**src/rtl/pcs_pkg.sv**
```systemverilog
// Constants and types shared by the card status input block
`default_nettype none
package pcs_pkg;
	// Geometry of the block
	localparam int SOCKETS = 2;
	localparam int ADDR_W = 4;
	localparam int DATA_W = 16;
	localparam int SYNC_STAGES = 2;
	// Register offsets on the plain register port
	localparam logic [3:0] REG_STATUS = 4'h0;
	localparam logic [3:0] REG_CONFIG = 4'h1;
	localparam logic [3:0] REG_EVENT = 4'h2;
	localparam logic [3:0] REG_MASK = 4'h3;
	// Width of one socket's slice in each register
	localparam int STAT_W = 8;
	localparam int CFG_W = 4;
	localparam int EVT_W = 4;
	// Status slice field positions
	localparam int ST_PRESENT = 0;
	localparam int ST_BATT = 1;
	localparam int ST_ALERT = 3;
	localparam int ST_RING = 4;
	localparam int ST_DMA = 5;
	localparam int ST_AUDIO = 6;
	localparam int ST_IOMODE = 7;
	// Configuration slice field positions
	localparam int CF_IOMODE = 0;
	localparam int CF_RING = 1;
	localparam int CF_DMA = 2;
	// Event and mask slice field positions
	localparam int EV_INSERT = 0;
	localparam int EV_BATT = 1;
	localparam int EV_ALERT = 2;
	localparam int EV_RING = 3;
	// Reset values of the writable registers
	localparam logic [7:0] CONFIG_RESET = 8'h00;
	localparam logic [7:0] MASK_RESET = 8'h00;
	// Pin levels at which the card asserts its alert and DMA request
	localparam logic ALERT_ACTIVE = 1'b0;
	localparam logic DMAREQ_ACTIVE = 1'b0;
	// Pin order inside one socket's synchroniser bundle
	localparam int PIN_FIRST = 0;
	localparam int PIN_SECOND = 1;
	localparam int PIN_SENSE_ONE = 2;
	localparam int PIN_SENSE_TWO = 3;
	localparam int PINS = 4;
	// Battery condition of a memory card
	typedef enum logic [1:0] {
		PCS_BATT_GOOD = 2'b00,
		PCS_BATT_WEAK = 2'b01,
		PCS_BATT_DEAD = 2'b10
	} pcs_batt_t;
endpackage
`default_nettype wire

```
**src/rtl/pcs_sync.sv**
```systemverilog
// Two-stage synchroniser for a bundle of asynchronous card pins
`default_nettype none
module pcs_sync #(
	parameter int WIDTH = 8
) (
	input wire logic sys_clk,
	input wire logic rst,
	input wire logic [WIDTH-1:0] asyncIn,
	output logic [WIDTH-1:0] syncOut
);
	logic [WIDTH-1:0] stageOne;

	// First stage feeds only the second stage
	always_ff @(posedge sys_clk or posedge rst) begin
		if (rst) begin
			stageOne <= '1;
			syncOut <= '1;
		end else begin
			stageOne <= asyncIn;
			syncOut <= stageOne;
		end
	end

	chk_sync_two_stage: assert property (
		@(posedge sys_clk) disable iff (rst)
		!$past(rst, 2) && !$past(rst) |-> syncOut == $past(asyncIn, 2))
		else $error("synchroniser output is not the input two cycles back");
endmodule
`default_nettype wire

```
**src/rtl/pcs_socket.sv**
```systemverilog
// Decoder for one socket's card status pins
`default_nettype none
module pcs_socket (
	input wire logic sys_clk,
	input wire logic rst,
	input wire logic firstPin,
	input wire logic secondPin,
	input wire logic senseOneN,
	input wire logic senseTwoN,
	input wire logic ioMode,
	input wire logic ringMode,
	input wire logic dmaMode,
	output var pcs_pkg::pcs_batt_t batteryState,
	output logic present,
	output logic cardChangeAlert,
	output logic phoneCallAlert,
	output logic dmaRequest,
	output logic cardAudioIn
);
	logic firstActive;
	logic secondActive;

	// Battery condition from the two sense lines of a memory card
	function automatic pcs_pkg::pcs_batt_t decodeBattery(input logic first, input logic second);
		if (!first) begin
			return pcs_pkg::PCS_BATT_DEAD;
		end else if (!second) begin
			return pcs_pkg::PCS_BATT_WEAK;
		end
		return pcs_pkg::PCS_BATT_GOOD;
	endfunction

	// Asserted levels of the two multi-role pins
	assign firstActive = (firstPin == pcs_pkg::ALERT_ACTIVE);
	assign secondActive = (secondPin == pcs_pkg::DMAREQ_ACTIVE);

	// Presence and battery state; battery lines mean nothing in I/O mode
	always_ff @(posedge sys_clk or posedge rst) begin
		if (rst) begin
			present <= 1'b0;
			batteryState <= pcs_pkg::PCS_BATT_GOOD;
		end else begin
			present <= !senseOneN && !senseTwoN;
			batteryState <= ioMode ? pcs_pkg::PCS_BATT_GOOD : decodeBattery(firstPin, secondPin);
		end
	end

	// I/O roles of the first pin, second pin as DMA request or audio
	always_ff @(posedge sys_clk or posedge rst) begin
		if (rst) begin
			cardChangeAlert <= 1'b0;
			phoneCallAlert <= 1'b0;
			dmaRequest <= 1'b0;
			cardAudioIn <= 1'b0;
		end else begin
			cardChangeAlert <= ioMode && !ringMode && firstActive;
			phoneCallAlert <= ioMode && ringMode && firstActive;
			dmaRequest <= dmaMode && secondActive;
			cardAudioIn <= ioMode && !dmaMode && secondPin;
		end
	end

	chk_batt_good: assert property (
		@(posedge sys_clk) disable iff (rst)
		!$past(rst) && $past(!ioMode && firstPin && secondPin)
		|-> batteryState == pcs_pkg::PCS_BATT_GOOD)
		else $error("good battery not reported");
	chk_batt_weak: assert property (
		@(posedge sys_clk) disable iff (rst)
		!$past(rst) && $past(!ioMode && firstPin && !secondPin)
		|-> batteryState == pcs_pkg::PCS_BATT_WEAK)
		else $error("weak battery not reported");
	chk_batt_dead: assert property (
		@(posedge sys_clk) disable iff (rst)
		!$past(rst) && $past(!ioMode && !firstPin)
		|-> batteryState == pcs_pkg::PCS_BATT_DEAD)
		else $error("dead battery not reported");
	chk_alert_role: assert property (
		@(posedge sys_clk) disable iff (rst)
		!$past(rst) |-> cardChangeAlert == $past(ioMode && !ringMode && firstActive))
		else $error("status change alert does not follow the first pin");
	chk_ring_role: assert property (
		@(posedge sys_clk) disable iff (rst)
		!$past(rst) && $past(ioMode && ringMode && firstActive)
		|-> phoneCallAlert ##1 (!phoneCallAlert || $past(firstActive)))
		else $error("ring indication does not follow the first pin");
	chk_audio_gate: assert property (
		@(posedge sys_clk) disable iff (rst)
		$past(!ioMode) |-> !cardAudioIn)
		else $error("audio passed outside I/O mode");
	chk_dma_request: assert property (
		@(posedge sys_clk) disable iff (rst)
		!$past(rst) |-> dmaRequest == $past(dmaMode && secondActive))
		else $error("DMA request does not follow the second pin");
	chk_presence: assert property (
		@(posedge sys_clk) disable iff (rst)
		!$past(rst) |-> present == $past(!senseOneN && !senseTwoN))
		else $error("presence does not follow both insert sense lines");
endmodule
`default_nettype wire

```
**src/rtl/pcs_status_inputs.sv**
```systemverilog
// Card status inputs of a dual-socket card controller, with register port
`default_nettype none
// Function
// - Both battery lines high means the memory card battery is good.
// - Second battery line low, first high, means a weak battery.
// - First battery line low means a dead battery and lost contents.
// - In I/O mode the first line is a status change alert passed on.
// - For modem cards the first line may be a ring event instead.
// - Second line is binary audio only in I/O mode.
// - Audio from both sockets merges into one speaker output.
// - The speaker output is the XOR of the socket audio inputs.
// - During DMA the card asserts the second line as the DMA request.
// - Both insert sense lines low means a card is present.
module pcs_status_inputs #(
	parameter int SOCKETS = pcs_pkg::SOCKETS
) (
	input wire logic sys_clk,
	input wire logic rst,
	input wire logic [SOCKETS-1:0] batterySenseFirst,
	input wire logic [SOCKETS-1:0] batterySenseSecond,
	input wire logic [SOCKETS-1:0] insertSenseOneN,
	input wire logic [SOCKETS-1:0] insertSenseTwoN,
	input wire logic [pcs_pkg::ADDR_W-1:0] regAddr,
	input wire logic [pcs_pkg::DATA_W-1:0] regWrData,
	input wire logic regWrite,
	input wire logic regRead,
	output logic [pcs_pkg::DATA_W-1:0] regRdData,
	output logic irq,
	output logic mergedAudioOut,
	output logic [SOCKETS-1:0] cardChangeAlert,
	output logic [SOCKETS-1:0] phoneCallAlert,
	output logic [SOCKETS-1:0] dmaRequest,
	output logic [SOCKETS-1:0] cardPresent
);
	localparam int PIN_BITS = SOCKETS * pcs_pkg::PINS;
	localparam int STAT_BITS = SOCKETS * pcs_pkg::STAT_W;
	localparam int CFG_BITS = SOCKETS * pcs_pkg::CFG_W;
	localparam int EVT_BITS = SOCKETS * pcs_pkg::EVT_W;

	logic [PIN_BITS-1:0] pinsRaw;
	logic [PIN_BITS-1:0] pinsSync;
	logic [CFG_BITS-1:0] configReg;
	logic [EVT_BITS-1:0] eventReg;
	logic [EVT_BITS-1:0] maskReg;
	logic [EVT_BITS-1:0] eventSet;
	logic [EVT_BITS-1:0] eventClear;
	logic [STAT_BITS-1:0] statusWord;
	logic [SOCKETS-1:0] present;
	logic [SOCKETS-1:0] alert;
	logic [SOCKETS-1:0] ring;
	logic [SOCKETS-1:0] dmaReq;
	logic [SOCKETS-1:0] audio;
	logic [SOCKETS-1:0] prevPresent;
	logic [SOCKETS-1:0] prevAlert;
	logic [SOCKETS-1:0] prevRing;
	pcs_pkg::pcs_batt_t battery [SOCKETS];
	pcs_pkg::pcs_batt_t prevBattery [SOCKETS];
	logic writeConfig;
	logic writeEvent;
	logic writeMask;

	// True when a strobe targets the given register offset
	function automatic logic hits(input logic strobe, input logic [pcs_pkg::ADDR_W-1:0] addr,
		input logic [3:0] offset);
		return strobe && (addr == offset);
	endfunction

	// Gather the raw pins of every socket into one synchroniser bundle
	always_comb begin
		pinsRaw = '0;
		for (int s = 0; s < SOCKETS; s++) begin
			pinsRaw[s * pcs_pkg::PINS + pcs_pkg::PIN_FIRST] = batterySenseFirst[s];
			pinsRaw[s * pcs_pkg::PINS + pcs_pkg::PIN_SECOND] = batterySenseSecond[s];
			pinsRaw[s * pcs_pkg::PINS + pcs_pkg::PIN_SENSE_ONE] = insertSenseOneN[s];
			pinsRaw[s * pcs_pkg::PINS + pcs_pkg::PIN_SENSE_TWO] = insertSenseTwoN[s];
		end
	end

	// Card pins change at any time, so they cross in two stages first
	pcs_sync #(
		.WIDTH(PIN_BITS)
	) pinSync (
		.sys_clk(sys_clk),
		.rst(rst),
		.asyncIn(pinsRaw),
		.syncOut(pinsSync)
	);

	// One decoder per socket, steered by that socket's configuration slice
	for (genvar s = 0; s < SOCKETS; s++) begin : gSocket
		pcs_socket decoder (
			.sys_clk(sys_clk),
			.rst(rst),
			.firstPin(pinsSync[s * pcs_pkg::PINS + pcs_pkg::PIN_FIRST]),
			.secondPin(pinsSync[s * pcs_pkg::PINS + pcs_pkg::PIN_SECOND]),
			.senseOneN(pinsSync[s * pcs_pkg::PINS + pcs_pkg::PIN_SENSE_ONE]),
			.senseTwoN(pinsSync[s * pcs_pkg::PINS + pcs_pkg::PIN_SENSE_TWO]),
			.ioMode(configReg[s * pcs_pkg::CFG_W + pcs_pkg::CF_IOMODE]),
			.ringMode(configReg[s * pcs_pkg::CFG_W + pcs_pkg::CF_RING]),
			.dmaMode(configReg[s * pcs_pkg::CFG_W + pcs_pkg::CF_DMA]),
			.batteryState(battery[s]),
			.present(present[s]),
			.cardChangeAlert(alert[s]),
			.phoneCallAlert(ring[s]),
			.dmaRequest(dmaReq[s]),
			.cardAudioIn(audio[s])
		);
	end

	// Write strobe decode
	assign writeConfig = hits(regWrite, regAddr, pcs_pkg::REG_CONFIG);
	assign writeEvent = hits(regWrite, regAddr, pcs_pkg::REG_EVENT);
	assign writeMask = hits(regWrite, regAddr, pcs_pkg::REG_MASK);

	// Configuration register selects I/O, ring and DMA roles per socket
	always_ff @(posedge sys_clk or posedge rst) begin
		if (rst) begin
			configReg <= pcs_pkg::CONFIG_RESET[CFG_BITS-1:0];
		end else if (writeConfig) begin
			configReg <= regWrData[CFG_BITS-1:0];
		end
	end

	// Interrupt mask, same layout as the event register
	always_ff @(posedge sys_clk or posedge rst) begin
		if (rst) begin
			maskReg <= pcs_pkg::MASK_RESET[EVT_BITS-1:0];
		end else if (writeMask) begin
			maskReg <= regWrData[EVT_BITS-1:0];
		end
	end

	// Previous decoded state, used to find changes and rising alerts
	always_ff @(posedge sys_clk or posedge rst) begin
		if (rst) begin
			prevPresent <= '0;
			prevAlert <= '0;
			prevRing <= '0;
			for (int s = 0; s < SOCKETS; s++) begin
				prevBattery[s] <= pcs_pkg::PCS_BATT_GOOD;
			end
		end else begin
			prevPresent <= present;
			prevAlert <= alert;
			prevRing <= ring;
			for (int s = 0; s < SOCKETS; s++) begin
				prevBattery[s] <= battery[s];
			end
		end
	end

	// Events: insertion change, battery change, rising alert, rising ring
	always_comb begin
		eventSet = '0;
		for (int s = 0; s < SOCKETS; s++) begin
			eventSet[s * pcs_pkg::EVT_W + pcs_pkg::EV_INSERT] = present[s] != prevPresent[s];
			eventSet[s * pcs_pkg::EVT_W + pcs_pkg::EV_BATT] =
				present[s] && (battery[s] != prevBattery[s]);
			eventSet[s * pcs_pkg::EVT_W + pcs_pkg::EV_ALERT] =
				present[s] && alert[s] && !prevAlert[s];
			eventSet[s * pcs_pkg::EVT_W + pcs_pkg::EV_RING] =
				present[s] && ring[s] && !prevRing[s];
		end
	end

	// Writing a one clears an event bit
	assign eventClear = writeEvent ? regWrData[EVT_BITS-1:0] : '0;

	// Sticky events; a new event beats a clear in the same cycle
	always_ff @(posedge sys_clk or posedge rst) begin
		if (rst) begin
			eventReg <= '0;
		end else begin
			eventReg <= (eventReg & ~eventClear) | eventSet;
		end
	end

	// Level interrupt while any unmasked event is pending
	assign irq = |(eventReg & maskReg);

	// Live status word assembled from the socket decoders
	always_comb begin
		statusWord = '0;
		for (int s = 0; s < SOCKETS; s++) begin
			statusWord[s * pcs_pkg::STAT_W + pcs_pkg::ST_PRESENT] = present[s];
			statusWord[s * pcs_pkg::STAT_W + pcs_pkg::ST_BATT +: 2] = battery[s];
			statusWord[s * pcs_pkg::STAT_W + pcs_pkg::ST_ALERT] = alert[s];
			statusWord[s * pcs_pkg::STAT_W + pcs_pkg::ST_RING] = ring[s];
			statusWord[s * pcs_pkg::STAT_W + pcs_pkg::ST_DMA] = dmaReq[s];
			statusWord[s * pcs_pkg::STAT_W + pcs_pkg::ST_AUDIO] = audio[s];
			statusWord[s * pcs_pkg::STAT_W + pcs_pkg::ST_IOMODE] =
				configReg[s * pcs_pkg::CFG_W + pcs_pkg::CF_IOMODE];
		end
	end

	// Read data stands for the one cycle after the read strobe, else zero
	always_ff @(posedge sys_clk or posedge rst) begin
		if (rst) begin
			regRdData <= '0;
		end else if (regRead) begin
			case (regAddr)
				pcs_pkg::REG_STATUS: begin
					regRdData <= pcs_pkg::DATA_W'(statusWord);
				end
				pcs_pkg::REG_CONFIG: begin
					regRdData <= pcs_pkg::DATA_W'(configReg);
				end
				pcs_pkg::REG_EVENT: begin
					regRdData <= pcs_pkg::DATA_W'(eventReg);
				end
				pcs_pkg::REG_MASK: begin
					regRdData <= pcs_pkg::DATA_W'(maskReg);
				end
				default: begin
					regRdData <= '0;
				end
			endcase
		end else begin
			regRdData <= '0;
		end
	end

	// Speaker output: XOR of every socket's gated audio
	always_ff @(posedge sys_clk or posedge rst) begin
		if (rst) begin
			mergedAudioOut <= 1'b0;
		end else begin
			mergedAudioOut <= ^audio;
		end
	end

	// Per-socket levels toward the host, already registered in the decoders
	assign cardChangeAlert = alert;
	assign phoneCallAlert = ring;
	assign dmaRequest = dmaReq;
	assign cardPresent = present;

	chk_audio_merge: assert property (
		@(posedge sys_clk) disable iff (rst)
		!$past(rst) |-> mergedAudioOut == $past(^audio))
		else $error("speaker output is not the XOR of the socket audio");
	chk_audio_single: assert property (
		@(posedge sys_clk) disable iff (rst)
		!$past(rst) && $past(audio == SOCKETS'(1)) |-> mergedAudioOut)
		else $error("audio from one socket does not reach the speaker");
	chk_event_sticky: assert property (
		@(posedge sys_clk) disable iff (rst)
		$past(eventReg[0]) && !$past(eventClear[0]) |-> eventReg[0])
		else $error("event bit dropped without a clear");
	chk_event_setwins: assert property (
		@(posedge sys_clk) disable iff (rst)
		$past(eventSet[0] && eventClear[0]) |-> eventReg[0])
		else $error("event lost to a clear in the same cycle");
	chk_ring_event: assert property (
		@(posedge sys_clk) disable iff (rst)
		present[0] && ring[0] && !prevRing[0] ##1 1'b1 |-> eventReg[pcs_pkg::EV_RING])
		else $error("ring edge did not set its event bit");
	chk_irq_level: assert property (
		@(posedge sys_clk) disable iff (rst)
		$past(|(eventSet & maskReg)) && !$past(writeMask) |-> irq)
		else $error("unmasked event did not raise the interrupt");
	chk_read_slot: assert property (
		@(posedge sys_clk) disable iff (rst)
		!$past(regRead) |-> regRdData == '0)
		else $error("read data outside the slot after a read strobe");
	chk_read_config: assert property (
		@(posedge sys_clk) disable iff (rst)
		regRead && regAddr == pcs_pkg::REG_CONFIG && !regWrite
		|=> regRdData == pcs_pkg::DATA_W'($past(configReg)))
		else $error("configuration read returns the wrong value");

	// Register port: writes land, the status offset ignores writes, reads return their word
	chk_config_write: assert property (
		@(posedge sys_clk) disable iff (rst)
		$past(writeConfig) |-> configReg == $past(regWrData[CFG_BITS-1:0]))
		else $error("configuration write did not land");
	chk_mask_write: assert property (
		@(posedge sys_clk) disable iff (rst)
		$past(writeMask) |-> maskReg == $past(regWrData[EVT_BITS-1:0]))
		else $error("mask write did not land");
	chk_status_readonly: assert property (
		@(posedge sys_clk) disable iff (rst)
		$past(regWrite && regAddr == pcs_pkg::REG_STATUS)
		|-> $stable(configReg) && $stable(maskReg))
		else $error("write to the status offset changed a register");
	chk_read_status: assert property (
		@(posedge sys_clk) disable iff (rst)
		regRead && regAddr == pcs_pkg::REG_STATUS
		|=> regRdData == pcs_pkg::DATA_W'($past(statusWord)))
		else $error("status read returns the wrong value");
	chk_read_event: assert property (
		@(posedge sys_clk) disable iff (rst)
		regRead && regAddr == pcs_pkg::REG_EVENT
		|=> regRdData == pcs_pkg::DATA_W'($past(eventReg)))
		else $error("event read returns the wrong value");
	chk_read_mask: assert property (
		@(posedge sys_clk) disable iff (rst)
		regRead && regAddr == pcs_pkg::REG_MASK
		|=> regRdData == pcs_pkg::DATA_W'($past(maskReg)))
		else $error("mask read returns the wrong value");
	chk_read_unmapped: assert property (
		@(posedge sys_clk) disable iff (rst)
		regRead && regAddr > pcs_pkg::REG_MASK |=> regRdData == '0)
		else $error("unmapped offset did not read as zero");

	// Sticky event bits of socket 0 follow their sources and the write-one clear
	chk_insert_event: assert property (
		@(posedge sys_clk) disable iff (rst)
		$past(present[0] != prevPresent[0]) |-> eventReg[pcs_pkg::EV_INSERT])
		else $error("insertion change did not set its event bit");
	chk_batt_event: assert property (
		@(posedge sys_clk) disable iff (rst)
		$past(present[0] && battery[0] != prevBattery[0]) |-> eventReg[pcs_pkg::EV_BATT])
		else $error("battery change did not set its event bit");
	chk_alert_event: assert property (
		@(posedge sys_clk) disable iff (rst)
		$past(present[0] && alert[0] && !prevAlert[0]) |-> eventReg[pcs_pkg::EV_ALERT])
		else $error("alert edge did not set its event bit");
	chk_event_clear: assert property (
		@(posedge sys_clk) disable iff (rst)
		$past(writeEvent && regWrData[0] && !eventSet[0]) |-> !eventReg[0])
		else $error("event bit survived a write-one clear");

	// Decoded roles of socket 0 against its synchronised pins and configuration, then quiet speaker and interrupt
	chk_audio_pass: assert property (
		@(posedge sys_clk) disable iff (rst)
		!$past(rst) && $past(configReg[pcs_pkg::CF_IOMODE] && !configReg[pcs_pkg::CF_DMA])
		|-> audio[0] == $past(pinsSync[pcs_pkg::PIN_SECOND]))
		else $error("audio does not follow the second pin in I/O mode");
	chk_role_excl: assert property (
		@(posedge sys_clk) disable iff (rst)
		!(alert[0] && ring[0]))
		else $error("status change alert and ring raised together");
	chk_present_both: assert property (
		@(posedge sys_clk) disable iff (rst)
		!$past(rst) && present[0]
		|-> $past(!pinsSync[pcs_pkg::PIN_SENSE_ONE] && !pinsSync[pcs_pkg::PIN_SENSE_TWO]))
		else $error("presence shown without both insert sense lines low");
	chk_merge_quiet: assert property (
		@(posedge sys_clk) disable iff (rst)
		!$past(rst) && $past(audio == '0) |-> !mergedAudioOut)
		else $error("speaker output active with no socket audio");
	chk_irq_quiet: assert property (
		@(posedge sys_clk) disable iff (rst)
		$past(eventReg == '0 && eventSet == '0) |-> !irq)
		else $error("interrupt raised with no pending event");
endmodule
`default_nettype wire

```
**config.mk**
```make
export PLATFORM = sky130hd
export DESIGN_NAME = pcs_status_inputs
export DESIGN_NICKNAME = d
export VERILOG_FILES = /design/src/rtl/pcs_pkg.sv /design/src/rtl/pcs_sync.sv /design/src/rtl/pcs_socket.sv /design/src/rtl/pcs_status_inputs.sv
export SDC_FILE = /design/constraint.sdc
export NUM_CORES = 1
export LEC_CHECK = 0
export BUFFER_PORTS_ARGS = -buffer_cell sky130_fd_sc_hd__buf_2
export CAP_MARGIN = 20
export CORE_MARGIN = 1
export CORE_UTILIZATION = 49
export CTS_BUF_LIST = sky130_fd_sc_hd__clkbuf_16
export DETAILED_ROUTE_END_ITERATION = 12
export PLACE_DENSITY = 0.75
export SETUP_SLACK_MARGIN = 0.4
export SLEW_MARGIN = 20
export SYNTH_ARGS = -nofsm -noshare
export SYNTH_HDL_FRONTEND = slang
export SYNTH_SLANG_ARGS = --single-unit
```
**constraint.sdc**
```tcl
create_clock -name sys_clk -period 2.25 [get_ports sys_clk]
set_input_delay 0.225 -clock sys_clk [delete_from_list [all_inputs] [get_ports sys_clk]]
set_output_delay 0.225 -clock sys_clk [all_outputs]
set_load 0.01 [all_outputs]
```
==> flow_summary_export.csv <==
group,metric,value,unit
clock_tree,clk_latency,0.33,ns
cells_and_area,final_util,62.3,%
floorplan,initial_core_util,50.9,%
cells_and_area,diodes,0,
detailed_routing,wl_per_cell,16.0,um
power_and_ir_drop,switching_share,23.1,%
sta,setup_viol,0,
logic_synthesis,syn_avg_cell_area,14.5,um^2
worst_setup_path,worst_setup_path_start_kind,"flop",
logic_synthesis,synthesis.nets,241,
logic_synthesis,ys_seq_elements,81,
global_routing,grt_use_met2,29.7,%
worst_setup_path,startpoint,"eventReg[4]",
run_status,failed_checks,"hold timing",
detailed_routing,detail-route-antenna-nets,0,
power_and_ir_drop,combPwrFrac,10.0,%
clock_tree,clk_pin_slew_worst_paths,0.06,ns
global_routing,grt_max_degree,36,
global_routing,grt_busiest_layer,"met2",
clock_tree,cts.sinks,81,
logic_synthesis,synth-seq-area-share,67.5,%
logic_synthesis,syn_area,3030,um^2
placement,place_hpwl,3.70,mm
cells_and_area,drive_above_1_share,37.9,%
sta,tns,0,ns
clock_tree,cts-hold-fix-buffers,8,
placement,dp_cells,323,
sta,period_share,67.4,%
sta,maxSlewHeadroom,54.2,%
sta,fmax,659,MHz
logic_synthesis,syn_inst,209,
run_status,outcome,"complete, but fails checks",
clock_tree,cts_setup_buffers,0,
global_routing,grtUsageMet3,6.70,%
detailed_routing,firstDrtPassIters,4,
clock_tree,ctsResizeCount,0,
power_and_ir_drop,pwr-share-clk,41.3,%
clock_tree,numCtsBuffers,9,
placement,place_area,3320,um^2
detailed_routing,drt-initial-drc-count,169,
power_and_ir_drop,total_power,3.63,mW
detailed_routing,wirelength,5.55,mm
placement,dpl_worst_slack,0.652,ns
cells_and_area,fillers,450,
floorplan,die_x,80.7,um
worst_setup_path,end_kind,"output pin",
clock_tree,root_buffer,"clkbuf_16",
cells_and_area,layout.nets,299,
global_routing,groute.usage.overall,19.6,%
cells_and_area,syn_to_final_growth,22.4,%
job,max_cap_violations,0,
global_routing,grt_pass1_vias,1818,
sta,worstMarginPinSlew,0.686,ns
worst_setup_path,crit_fanout,3,
sta,fin_ws,0.733,ns
floorplan,dieArea,6510,um^2
detailed_routing,drc,0,
global_routing,grt-ovfl-total,0,
power_and_ir_drop,power_density,979,nW/um^2
floorplan,dieHeight,80.7,um
cells_and_area,register_area,2050,um^2
logic_synthesis,synth_cell_types,29,
clock_tree,htreeDepth,3,
placement,port_buffers,49,
floorplan,core,5960,um^2
worst_setup_path,crit_type,"reg -> out",
placement,globalplace.congestion,0.797,
cells_and_area,instances_no_fill,347,
clock_tree,cts_tree,"built",
sta,whs,-0.00123,ns
worst_setup_path,cp.required,2.03,ns
sta,rsz0062_at_grt,"no",
power_and_ir_drop,seqPwrFrac,48.8,%
global_routing,grt_first_pass_wirelength,9.03,mm
power_and_ir_drop,vdd_drop_max,0.000473,V
worst_setup_path,worst_ep_arrival_time,1.29,ns
detailed_routing,routed-via-count,1817,
logic_synthesis,yosysWarnings,0,
sta,skew,0.00752,ns
global_routing,grt_util_met1,25.3,%
global_routing,antenna_found_initial,0,
sta,finalHoldViolCount,2,
floorplan,ios,58,
clock_tree,cts.path.max_buffers,2,
min_path,hold_path.class,"in -> async",
cells_and_area,final_area,3710,um^2
sta,period_needed,1.52,ns
worst_setup_path,r2r-start,"gSocket[0].decoder.present",
floorplan,rows,28,
sta,drv_slew,0,
power_and_ir_drop,p_leak,1.83,nW
power_and_ir_drop,p_int,2.80,mW
detailed_routing,vias_per_cell,5.24,
cells_and_area,multi_input_area,883,um^2
power_and_ir_drop,p_sw,0.838,mW
Yosys cell counts:
master	count	area, um^2
nand4_1	1	6.26
o22ai_1	8	50.1
nand3_2	1	10.0
a22oi_1	4	30.0
or3_1	1	6.26
a22o_1	2	17.5
or3b_1	1	8.76
nor3b_1	4	30.0
and2_1	8	50.1
xnor2_1	4	35.0
nand3_1	8	40.0
nand2_1	6	22.5
mux2_2	16	180
a21o_1	2	15.0
xor2_1	3	26.3
nor2_1	6	22.5
dfstp_2	16	420
clkbuf_1	1	3.75
buf_4	10	75.1
nor3b_4	1	18.8
and3b_1	5	43.8
nor2b_1	3	18.8
o2bb2ai_1	4	35.0
buf_2	2	10.0
inv_1	1	3.75
and3_1	9	56.3
buf_6	1	11.3
dfrtp_1	65	1630
mux2i_1	16	160
kinds of logic (layout without fill, tap and decap cells):
| group | count (synthesis) | count (layout) | share of synthesized area, % |
|---|---|---|---|
| flip-flops | 81 | 81 | 67.5 |
| AND/OR/NAND/NOR | 54 | 54 | 11.0 |
| multiplexers | 32 | 32 | 11.2 |
| AO/OA/AOI/OAI | 20 | 20 | 4.87 |
| buffers and inverters | 15 | 78 | 3.42 |
| XOR/XNOR | 7 | 7 | 2.02 |
state kept, by name, summed over array words and instances (netlist names), 2 cells and up:
register                         flops
regRdData                           16
configReg                            8
eventReg                             8
maskReg                              8
pinSync.stageOne                     8
pinSync.syncOut                      8
gSocket.decoder.batteryState         4
prevBattery                          4
gSocket.decoder.cardAudioIn          2
gSocket.decoder.cardChangeAlert      2
gSocket.decoder.dmaRequest           2
gSocket.decoder.phoneCallAlert       2
gSocket.decoder.present              2
prevAlert                            2
prevPresent                          2
prevRing                             2
metal layers:
metal,up-vias,wire length (um)
met4,0,96
li1,844,-
met2,50,2640
met1,913,2480
met3,10,330
met5,-,0
layout make-up:
| cell class | count | share of cell area [%] |
|---|---|---|
| multi-input cells | 113 | 23.8 |
| clock buffers | 9 | 6.07 |
| well taps | 75 | 2.53 |
| repair buffers | 61 | 9.91 |
| clock inverters | 7 | 2.36 |
| flip-flops and latches | 81 | 55.1 |
| inverters | 1 | 0.202 |
path summary, 6_finish.rpt:
kind	endpoint	slack (ns)	depth (start not counted)
worst max-delay path	irq	0.73	3
worst min-delay path	gSocket[1].decoder.cardChangeAlert	-0.001	2
worst max register to register	regRdData[0]	1.14	3
worst min register to register	pinSync.syncOut[7]	0.35	0
max in group asynchronous	pinSync.syncOut[2]	1.60	3
min in group sys_clk	configReg[0]	0.16	2
critical path: stages (launching register included):
cell	delay [ns]
dfrtp_1	0.41
a22oi_1	0.25
nand4_1	0.14
buf_2	0.17
power groups by stage:
stage / Sequential, mW / Clock (mW) / Combinational, mW
after detailed placement: 1.80 / 0 / 0.354
after floorplan: 1.75 / 0 / 0.272
final: 1.77 / 1.50 / 0.362
after global routing: 1.79 / 1.61 / 0.402
after CTS: 1.77 / 1.53 / 0.366
after global placement: 1.79 / 0 / 0.341
placed cells by master (no fill, tap or decap), types with 9 or more instances in the layout:
cell	count
dfrtp_1	65
buf_2	49
mux2_2	16
mux2i_1	16
dfstp_2	16
and3_1	9
clkbuf_16	9
Note: power is estimated with default switching activity, not from simulation.
